<file path="src/include/uicfc_pkg.sv">
// Constants and carrier types for the interrupt id / fifo control block.
// Assumes the register port of the host interface front end, on CLOCK.
package uicfc_pkg;

	// ************
	// Offsets
	// ************
	localparam logic [7:0] OFS_BAUD_DIVISOR_HIGH   = 8'h01;
	localparam logic [7:0] OFS_INTERRUPT_SOURCE_ID = 8'h02;
	localparam logic [7:0] OFS_FIFO_CONTROL        = 8'h02;
	localparam logic [7:0] LINE_CONTROL_ENHANCED   = 8'hbf;

	// ************
	// Reset values
	// ************
	localparam logic [7:0] RST_BAUD_DIVISOR_HIGH   = 8'h00;
	localparam logic [7:0] RST_FIFO_CONTROL        = 8'h00;
	localparam logic [7:0] RST_INTERRUPT_SOURCE_ID = 8'h01;

	// ************
	// Field positions
	// ************
	localparam int BANK_SELECT_BIT   = 7;
	localparam int ENHANCED_EN_BIT   = 4;
	localparam int FC_ENABLE_BIT     = 0;
	localparam int FC_RX_RESET_BIT   = 1;
	localparam int FC_TX_RESET_BIT   = 2;
	localparam int FC_TX_TRIG_LSB    = 4;
	localparam int FC_RX_TRIG_LSB    = 6;

	// ************
	// Identification codes, bits 5:0
	// ************
	localparam logic [5:0] ID_NONE       = 6'h01;
	localparam logic [5:0] ID_LINE_ERROR = 6'h06;
	localparam logic [5:0] ID_RX_TIMEOUT = 6'h0c;
	localparam logic [5:0] ID_RX_DATA    = 6'h04;
	localparam logic [5:0] ID_TX_READY   = 6'h02;
	localparam logic [5:0] ID_MODEM      = 6'h00;
	localparam logic [5:0] ID_PIN_CHANGE = 6'h30;
	localparam logic [5:0] ID_XOFF_SPEC  = 6'h10;
	localparam logic [5:0] ID_FLOW_DROP  = 6'h20;

	// ************
	// Trigger levels
	// ************
	localparam logic [6:0] RX_TRIG_00 = 7'h08;
	localparam logic [6:0] RX_TRIG_01 = 7'h10;
	localparam logic [6:0] RX_TRIG_10 = 7'h38;
	localparam logic [6:0] RX_TRIG_11 = 7'h3c;
	localparam logic [6:0] TX_TRIG_00 = 7'h08;
	localparam logic [6:0] TX_TRIG_01 = 7'h10;
	localparam logic [6:0] TX_TRIG_10 = 7'h20;
	localparam logic [6:0] TX_TRIG_11 = 7'h38;
	localparam logic [6:0] TRIG_SINGLE = 7'h01;

	// Register access from the host interface front end
	typedef struct packed {
		logic       wr;
		logic       rd;
		logic [7:0] addr;
		logic [7:0] wdata;
	} uicfc_access_t;

	// Enabled, pending interrupt sources
	typedef struct packed {
		logic line_error;
		logic rx_timeout;
		logic rx_data;
		logic tx_ready;
		logic modem;
		logic pin_change;
		logic xoff;
		logic special_char;
		logic xon;
		logic flow_drop;
	} uicfc_sources_t;

endpackage

</file>
<file path="src/uicfc_regs.sv">
// Divisor high byte, interrupt identification and fifo control registers.
// Assumes a register front end on CLOCK and source flags already enabled.
`timescale 1ns/10ps
module uicfc_regs
	import uicfc_pkg::*;
(
	input  wire logic                     CLOCK,
	input  wire logic                     RSTN,
	input  wire logic                     SOFT_RESET,
	input  wire uicfc_pkg::uicfc_access_t ACCESS,
	input  wire logic [7:0]               LINE_CONTROL,
	input  wire logic [7:0]               ENHANCED_FEATURE,
	input  wire uicfc_pkg::uicfc_sources_t SOURCES,
	output logic [7:0]                    RDATA,
	output logic                          RDATA_VALID,
	output logic [7:0]                    BAUD_DIVISOR_HIGH,
	output logic                          FIFO_ENABLE,
	output logic [6:0]                    RX_TRIGGER,
	output logic [6:0]                    TX_TRIGGER,
	output logic                          TX_FIFO_FLUSH,
	output logic                          RX_FIFO_FLUSH
);
	import uicfc_pkg::*;

	// ************
	// Decode
	// ************
	function automatic logic [6:0] rx_level(input logic [1:0] code);
		unique case (code)
			2'b00: rx_level = RX_TRIG_00;
			2'b01: rx_level = RX_TRIG_01;
			2'b10: rx_level = RX_TRIG_10;
			2'b11: rx_level = RX_TRIG_11;
		endcase
	endfunction

	function automatic logic [6:0] tx_level(input logic [1:0] code);
		unique case (code)
			2'b00: tx_level = TX_TRIG_00;
			2'b01: tx_level = TX_TRIG_01;
			2'b10: tx_level = TX_TRIG_10;
			2'b11: tx_level = TX_TRIG_11;
		endcase
	endfunction

	logic       divisor_bank;
	logic       normal_bank;
	logic       enhanced_en;
	logic [7:0] divisor_high;
	logic [7:0] next_divisor_high;
	logic [7:0] fifo_control;
	logic [7:0] next_fifo_control;
	logic       xoff_flag;
	logic       next_xoff_flag;
	logic       special_flag;
	logic       next_special_flag;
	logic [5:0] id_code;
	logic [7:0] id_value;
	logic       id_read;
	logic [7:0] next_rdata;
	logic       next_rdata_valid;
	logic [6:0] next_rx_trigger;
	logic [6:0] next_tx_trigger;
	logic       next_tx_flush;
	logic       next_rx_flush;

	assign divisor_bank = LINE_CONTROL[BANK_SELECT_BIT] && (LINE_CONTROL != LINE_CONTROL_ENHANCED);
	assign normal_bank  = !LINE_CONTROL[BANK_SELECT_BIT];
	assign enhanced_en  = ENHANCED_FEATURE[ENHANCED_EN_BIT];
	assign id_read      = ACCESS.rd && normal_bank && (ACCESS.addr == OFS_INTERRUPT_SOURCE_ID);

	// ************
	// Identification encoding
	// ************
	always_comb
	begin
		if (SOURCES.line_error)
			id_code = ID_LINE_ERROR;
		else if (SOURCES.rx_timeout)
			id_code = ID_RX_TIMEOUT;
		else if (SOURCES.rx_data)
			id_code = ID_RX_DATA;
		else if (SOURCES.tx_ready)
			id_code = ID_TX_READY;
		else if (SOURCES.modem)
			id_code = ID_MODEM;
		else if (SOURCES.pin_change)
			id_code = ID_PIN_CHANGE;
		else if (xoff_flag || special_flag)
			id_code = ID_XOFF_SPEC;
		else if (SOURCES.flow_drop)
			id_code = ID_FLOW_DROP;
		else
			id_code = ID_NONE;
		id_value = {{2{fifo_control[FC_ENABLE_BIT]}}, id_code};
	end

	// ************
	// Next state
	// ************
	always_comb
	begin
		next_divisor_high = divisor_high;
		next_fifo_control = fifo_control;
		next_tx_flush     = 1'b0;
		next_rx_flush     = 1'b0;
		// Soft reset is looked at last, below; it deliberately leaves the divisor alone
		if (ACCESS.wr && divisor_bank && ACCESS.addr == OFS_BAUD_DIVISOR_HIGH)
			next_divisor_high = ACCESS.wdata;
		if (ACCESS.wr && normal_bank && ACCESS.addr == OFS_FIFO_CONTROL)
		begin
			next_fifo_control[FC_ENABLE_BIT] = ACCESS.wdata[FC_ENABLE_BIT];
			if (ACCESS.wdata[FC_ENABLE_BIT])
			begin
				next_fifo_control[7:6] = ACCESS.wdata[7:6];
				if (enhanced_en)
					next_fifo_control[5:4] = ACCESS.wdata[5:4];
				next_tx_flush = ACCESS.wdata[FC_TX_RESET_BIT];
				next_rx_flush = ACCESS.wdata[FC_RX_RESET_BIT];
			end
		end
		// Flush bits never stored, so they read back as cleared
		next_fifo_control[3:1] = 3'b000;
		if (fifo_control[FC_ENABLE_BIT])
		begin
			next_rx_trigger = rx_level(fifo_control[FC_RX_TRIG_LSB +: 2]);
			next_tx_trigger = tx_level(fifo_control[FC_TX_TRIG_LSB +: 2]);
		end
		else
		begin
			next_rx_trigger = TRIG_SINGLE;
			next_tx_trigger = TRIG_SINGLE;
		end
		// Set wins over clear on both flags
		next_xoff_flag    = SOURCES.xoff || (xoff_flag && !SOURCES.xon);
		next_special_flag = SOURCES.special_char || (special_flag && !id_read);
		if (SOFT_RESET)
		begin
			next_fifo_control = RST_FIFO_CONTROL;
			next_xoff_flag    = 1'b0;
			next_special_flag = 1'b0;
		end
	end

	// ************
	// Registers
	// ************
	always_ff @(posedge CLOCK or negedge RSTN)
	begin
		if (!RSTN)
		begin
			divisor_high  <= RST_BAUD_DIVISOR_HIGH;
			fifo_control  <= RST_FIFO_CONTROL;
			xoff_flag     <= 1'b0;
			special_flag  <= 1'b0;
			TX_FIFO_FLUSH <= 1'b0;
			RX_FIFO_FLUSH <= 1'b0;
			RX_TRIGGER    <= TRIG_SINGLE;
			TX_TRIGGER    <= TRIG_SINGLE;
		end
		else
		begin
			divisor_high  <= next_divisor_high;
			fifo_control  <= next_fifo_control;
			xoff_flag     <= next_xoff_flag;
			special_flag  <= next_special_flag;
			TX_FIFO_FLUSH <= next_tx_flush;
			RX_FIFO_FLUSH <= next_rx_flush;
			RX_TRIGGER    <= next_rx_trigger;
			TX_TRIGGER    <= next_tx_trigger;
		end
	end

	// ************
	// Read path
	// ************
	// Own group: read data is a one-cycle answer, the rest is held state
	always_comb
	begin
		next_rdata       = 8'h00;
		next_rdata_valid = ACCESS.rd;
		if (ACCESS.rd)
		begin
			if (divisor_bank && ACCESS.addr == OFS_BAUD_DIVISOR_HIGH)
				next_rdata = divisor_high;
			else if (id_read)
				next_rdata = id_value;
		end
	end

	always_ff @(posedge CLOCK or negedge RSTN)
	begin
		if (!RSTN)
		begin
			RDATA       <= 8'h00;
			RDATA_VALID <= 1'b0;
		end
		else
		begin
			RDATA       <= next_rdata;
			RDATA_VALID <= next_rdata_valid;
		end
	end

	assign BAUD_DIVISOR_HIGH = divisor_high;
	assign FIFO_ENABLE       = fifo_control[FC_ENABLE_BIT];

endmodule

</file>
<file path="config.mk">
export PLATFORM = sky130hd
export DESIGN_NAME = uicfc_regs
export DESIGN_NICKNAME = d
export VERILOG_FILES = /design/src/include/uicfc_pkg.sv /design/src/uicfc_regs.sv
export SDC_FILE = /design/constraint.sdc
export NUM_CORES = 1
export LEC_CHECK = 0
export CORE_MARGIN = 3
export CORE_UTILIZATION = 60
export CTS_BUF_LIST = sky130_fd_sc_hd__clkbuf_4
export DETAILED_ROUTE_END_ITERATION = 7
export DONT_BUFFER_PORTS = 1
export GPL_ROUTABILITY_DRIVEN = 0
export MAX_ROUTING_LAYER = met4
export PLACE_DENSITY = 0.83
export SYNTH_ARGS = -nofsm -noshare
export SYNTH_HDL_FRONTEND = slang
export SYNTH_SLANG_ARGS = --single-unit
</file>
<file path="constraint.sdc">
create_clock -name CLOCK -period 1.18 [get_ports CLOCK]
set_input_delay 0.236 -clock CLOCK [delete_from_list [all_inputs] [get_ports CLOCK]]
set_output_delay 0.236 -clock CLOCK [all_outputs]
set_load 0.01 [all_outputs]
</file>
## After elaboration in Yosys (flattened, before gate mapping)

Cells that the tools add are included.

| storage, ports and cells | value |
|---|---|
| register bits after elaboration | 40 |
| input port bits | 47 |

| operators by class | value |
|---|---|
| equality and inequality tests | 9 |
| mux-type cells | 26 |
| reductions and logical operators | 23 |

Operators with widths:

| kind | number |
|---|---|
| one-hot mux 7 bit (4 select lines) | 2 |
| 2-to-1 mux 6 bit | 8 |
| 2-to-1 mux 8 bit | 4 |
| 2-to-1 mux 7 bit | 2 |
| logical AND 1 bit | 10 |
| == test 2 bit, second input constant | 4 |
| == test 8 x 1 -> 1 bit, second input constant | 1 |
| == test 8 x 2 -> 1 bit, second input constant | 1 |
| 2-to-1 mux 4 bit | 2 |
| != test 8 bit, second input constant | 1 |
| 2-to-1 mux 1 bit | 7 |
| nonzero test 2 bit | 3 |
| == test 2 x 1 -> 1 bit, second input constant | 2 |
| zero test 2 bit | 2 |
| zero test 1 bit | 3 |
| logical OR 1 bit | 3 |
| AND reduction 3 bit | 1 |
| 2-to-1 mux 2 bit | 1 |
| AND reduction 2 bit | 1 |

## Depth between registers and ports, before layout

| logic depth | value |
|---|---|
| depth after elaboration | 11 |
| mapped depth | 4 |

## Worst setup path after synthesis

Ideal clock, no wire load.

| path | value |
|---|---|
| path kind | input-to-reg |
| start point | input port ACCESS[11] in the netlist's numbering |
| end point | register divisor_high[0] (netlist: BAUD_DIVISOR_HIGH[0]) |
| setup time | 125 ps |
| arrival time | 1608 ps |
| slack | -552 ps |
| cell stages on the path | 4 |
| buffers on the path | 0 |
| path through | nor4_4 -> nand2_4 -> a2111oi_4 -> mux2_2 |

| on the way | value |
|---|---|
| cells in the longest elaborated chain, start to end | 2 |

RTL lines:

| element | RTL line | RTL |
|---|---|---|
| start: declaration | uicfc_regs.sv:10 | `input wire uicfc_pkg::uicfc_access_t ACCESS,` |
| == test 8 x 1 -> 1 bit | uicfc_regs.sv:108 | `if (ACCESS.wr && divisor_bank && ACCESS.addr == OFS_BAUD_DIVISOR_HIGH)` |
| logical AND 1 bit | uicfc_regs.sv:108 |  |
| end signal: assignment | uicfc_regs.sv:163 | `divisor_high <= next_divisor_high;` |
| end: declaration | uicfc_regs.sv:49 | `logic [7:0] divisor_high;` |

Every way passes these cells.
A chain may end at the register's enable or synchronous reset.

## Worst setup path in the final report

Same ends and word-level chain as after synthesis.

==> flow_summary_export.csv <==
group,metric,value,unit
synthesis,synth_area_leaders,"dfrtp_1, mux2_2, nor2_1, a2111oi_4, a22o_1",
sta,setup_tns,-0.743,ns
layout,antenna_cells,0,
sta,setup_viol,11,
drt,drc,0,
critical_path,r2r_slack,0.09,ns
synthesis,synth_area_leader_cell,"dfrtp_1",
critical_path,crit_type,"input port to register",
global_routing,antenna_found_initial,0,
sta,final.setup_skew,0.0127,ns
layout,synthToLayoutAreaGrowth,16.5,%
drt,vias,1009,
run,max_cap_viol_count,0,
critical_path,ff2ff_path_depth,2,
floorplan,dieArea,0.00307,mm2
synthesis,synth-seq-cells,34,
drt,first_pass_iters,4,
synthesis,netlist_area,0.00147,mm2
place,dp_slack,-0.420,ns
power_and_ir_drop,leakagePower,0.854,nW
critical_path,crit_arrival,1.51,ns
power_and_ir_drop,vdd_ir_drop_max,0.874,mV
sta,worst_slack,-0.106,ns
global_routing,grt_pass1_wl,5630,um
min_path,hold_path.class,"input port to register",
critical_path,worstPathRequired,1.40,ns
drt,ant_nets,0,
sta,min_period_over_period,1.09,
drt,drt_first_iter_violations,18,
drt,post_drt_wl_per_cell,20.4,um
clock_tree,clockRootBuffer,"clkbuf_4",
sta,finalHoldViolCount,0,
layout,finalNonFillerCells,169,
global_routing,track_usage,0.251,
clock_tree,cts_num_sinks,34,
clock_tree,cts_tree,"yes",
clock_tree,path_clk_slew,0.10,ns
floorplan,rows,17,
power_and_ir_drop,fin_total_pwr,1.94,mW
synthesis,synth.distinct_cells,29,
sta,finalCriticalPeriod,1.29,ns
synthesis,synth_area_per_cell,12.5,um2
layout,finalNetCount,189,
floorplan,die_x,55.4,um
synthesis,syn_inst,117,
power_and_ir_drop,power_density,1140,mW/mm2
critical_path,worstPathMaxFanout,5,
place,dp_cells,155,
drt,viasPerCell,5.97,
floorplan,io_pins,81,
clock_tree,cts_buffers,5,
synthesis,synth_top_cell_area_share,0.564,
critical_path,endpoint_kind,"register",
sta,maxSlewViolCount,0,
global_routing,grt_max_degree,35,
layout,final_cell_area,0.00171,mm2
floorplan,initial_core_util,0.650,
place,io_buffers,0,
global_routing,grt_pass1_vias,1041,
place,placed_area,0.00157,mm2
clock_tree,clock_path_buffers,2,
sta,rsz0062_at_grt,"yes",
layout,layout-drive-gt1-share,0.277,
floorplan,core-area,0.00225,mm2
status,violations,"setup timing",
critical_path,start_kind,"input port",
synthesis,seq_area_frac_synth,0.582,
drt,drt-total-wl,3450,um
status,outcome,"finished with violations",
place,hpwl,2640,um
clock_tree,insertion_delay,0.34,ns
critical_path,r2r_end,"RDATA[4]",
floorplan,die_h,55.4,um
critical_path,crit_path_start,"ACCESS[11]",
global_routing,grt_overflow_total,0,
critical_path,r2r_start,"special_flag",
sta,clock.fmax,0.778,GHz
clock_tree,ctsHtreeMaxLevel,2,
critical_path,crit_path_end,"BAUD_DIVISOR_HIGH[0]",
synthesis,ys.warnings.count,0,
## synth_stat cells (all sizes together)
| library cell | number |
|---|---|
| a21oi | 5 |
| a22o | 6 |
| mux2 | 8 |
| a2111oi | 2 |
| nand3b | 1 |
| o2bb2ai | 1 |
| buf | 6 |
| or3 | 1 |
| nor2 | 16 |
| dfrtp | 33 |
| nor3 | 1 |
| conb | 1 |
| inv | 7 |
| and4b | 1 |
| nor4 | 2 |
| nand2 | 4 |
| and3 | 3 |
| nor3b | 3 |
| mux2i | 4 |
| ha | 2 |
| nand4 | 3 |
| and2 | 3 |
| a32o | 1 |
| nand3 | 1 |
| dfstp | 1 |
| a21o | 1 |
## metal layers
metal	GRT usage	wire (um)
met4	0.111	107
met5	-	0
met3	0.0958	295
met2	0.397	1760
met1	0.283	1280
## stage by stage
stage           util  hold WS [ns]
6_report       0.757        0.0223
3_3_place_gp   0.697       -0.0589
4_1_cts        0.757        0.0132
2_1_floorplan      -       -0.0596
5_1_grt        0.757     0.0000739
3_5_place_dp   0.697       -0.0588
## where the power goes
part	total, mW	leakage [nW]	internal [mW]	switching (mW)
Sequential	1.20	0.466	1.18	0.0168
Clock	0.632	0.0354	0.250	0.383
Combinational	0.116	0.353	0.0490	0.0672
Total	1.94	0.854	1.48	0.467
## sequential cells by signal, indices dropped and copies added, names as in the netlist
signal	cells
RX_FIFO_FLUSH	1
BAUD_DIVISOR_HIGH	8
RDATA	8
fifo_control	5
TX_FIFO_FLUSH	1
special_flag	1
xoff_flag	1
RX_TRIGGER	5
TX_TRIGGER	3
RDATA_VALID	1
## cell usage in the layout (no fill, tap or decap), drive strengths merged
master	n
dfrtp	33
nor2	16
buf	15
mux2	8
inv	7
a22o	6
clkbuf	6
a21oi	5
conb	5
mux2i	4
nand2	4
and2	3
nand4	3
dlygate4sd3	3
and3	3
nor3b	3
a2111oi	2
ha	2
clkinv	2
nor4	2
dfstp	1
and4b	1
nand3b	1
a21o	1
or3	1
a32o	1
o2bb2ai	1
nor3	1
nand3	1
## logic make-up after synthesis
group,count (synthesis),share of synthesized area
mux,12,0.0888
fa+ha+maj,2,0.0171
compound gates,16,0.108
simple gates,39,0.153
other cells,1,0.00256
flops,34,0.582
buf+inv,13,0.0487
## worst min path at each step
stage | start | endpoint | slack [ns] | depth (start not counted)
finish | ACCESS[2] | TX_FIFO_FLUSH | 0.02 | 1
global route | ACCESS[1] | RX_FIFO_FLUSH | 0.00007 | 1
CTS | ACCESS[2] | TX_FIFO_FLUSH | 0.01 | 1
detailed placement | RSTN | RDATA[7] | -0.06 | 0
global placement | RSTN | RX_TRIGGER[2] | -0.06 | 0
floorplan | RSTN | BAUD_DIVISOR_HIGH[0] | -0.06 | 0
## critical path, stage by stage
cell	delay (ns)
nor4_4	0.38
nand2_4	0.10
a2111oi_4	0.24
buf_4	0.21
mux2_2	0.33
## cell type report
cell class                      count  area, um2
Sequential cell                    34        852
Clock inverter                      2       10.0
Inverter                            7       26.3
Clock buffer                        6       45.0
Multi-Input combinational cell     74        583
Fill cell                         141        548
Timing Repair Buffer               18        155
Tap cell                           28       35.0
## timing repair
action / in CTS / in global routing
endpoints found under the hold margin: 42 / 0
buffers inserted: 2 / 0
hold buffers: 4 / 0
endpoints found under the setup margin: 13 / 15
gates resized for setup: 4 / 0
pin swaps: 3 / 3
No activity file was read; power rests on OpenSTA's default activity.
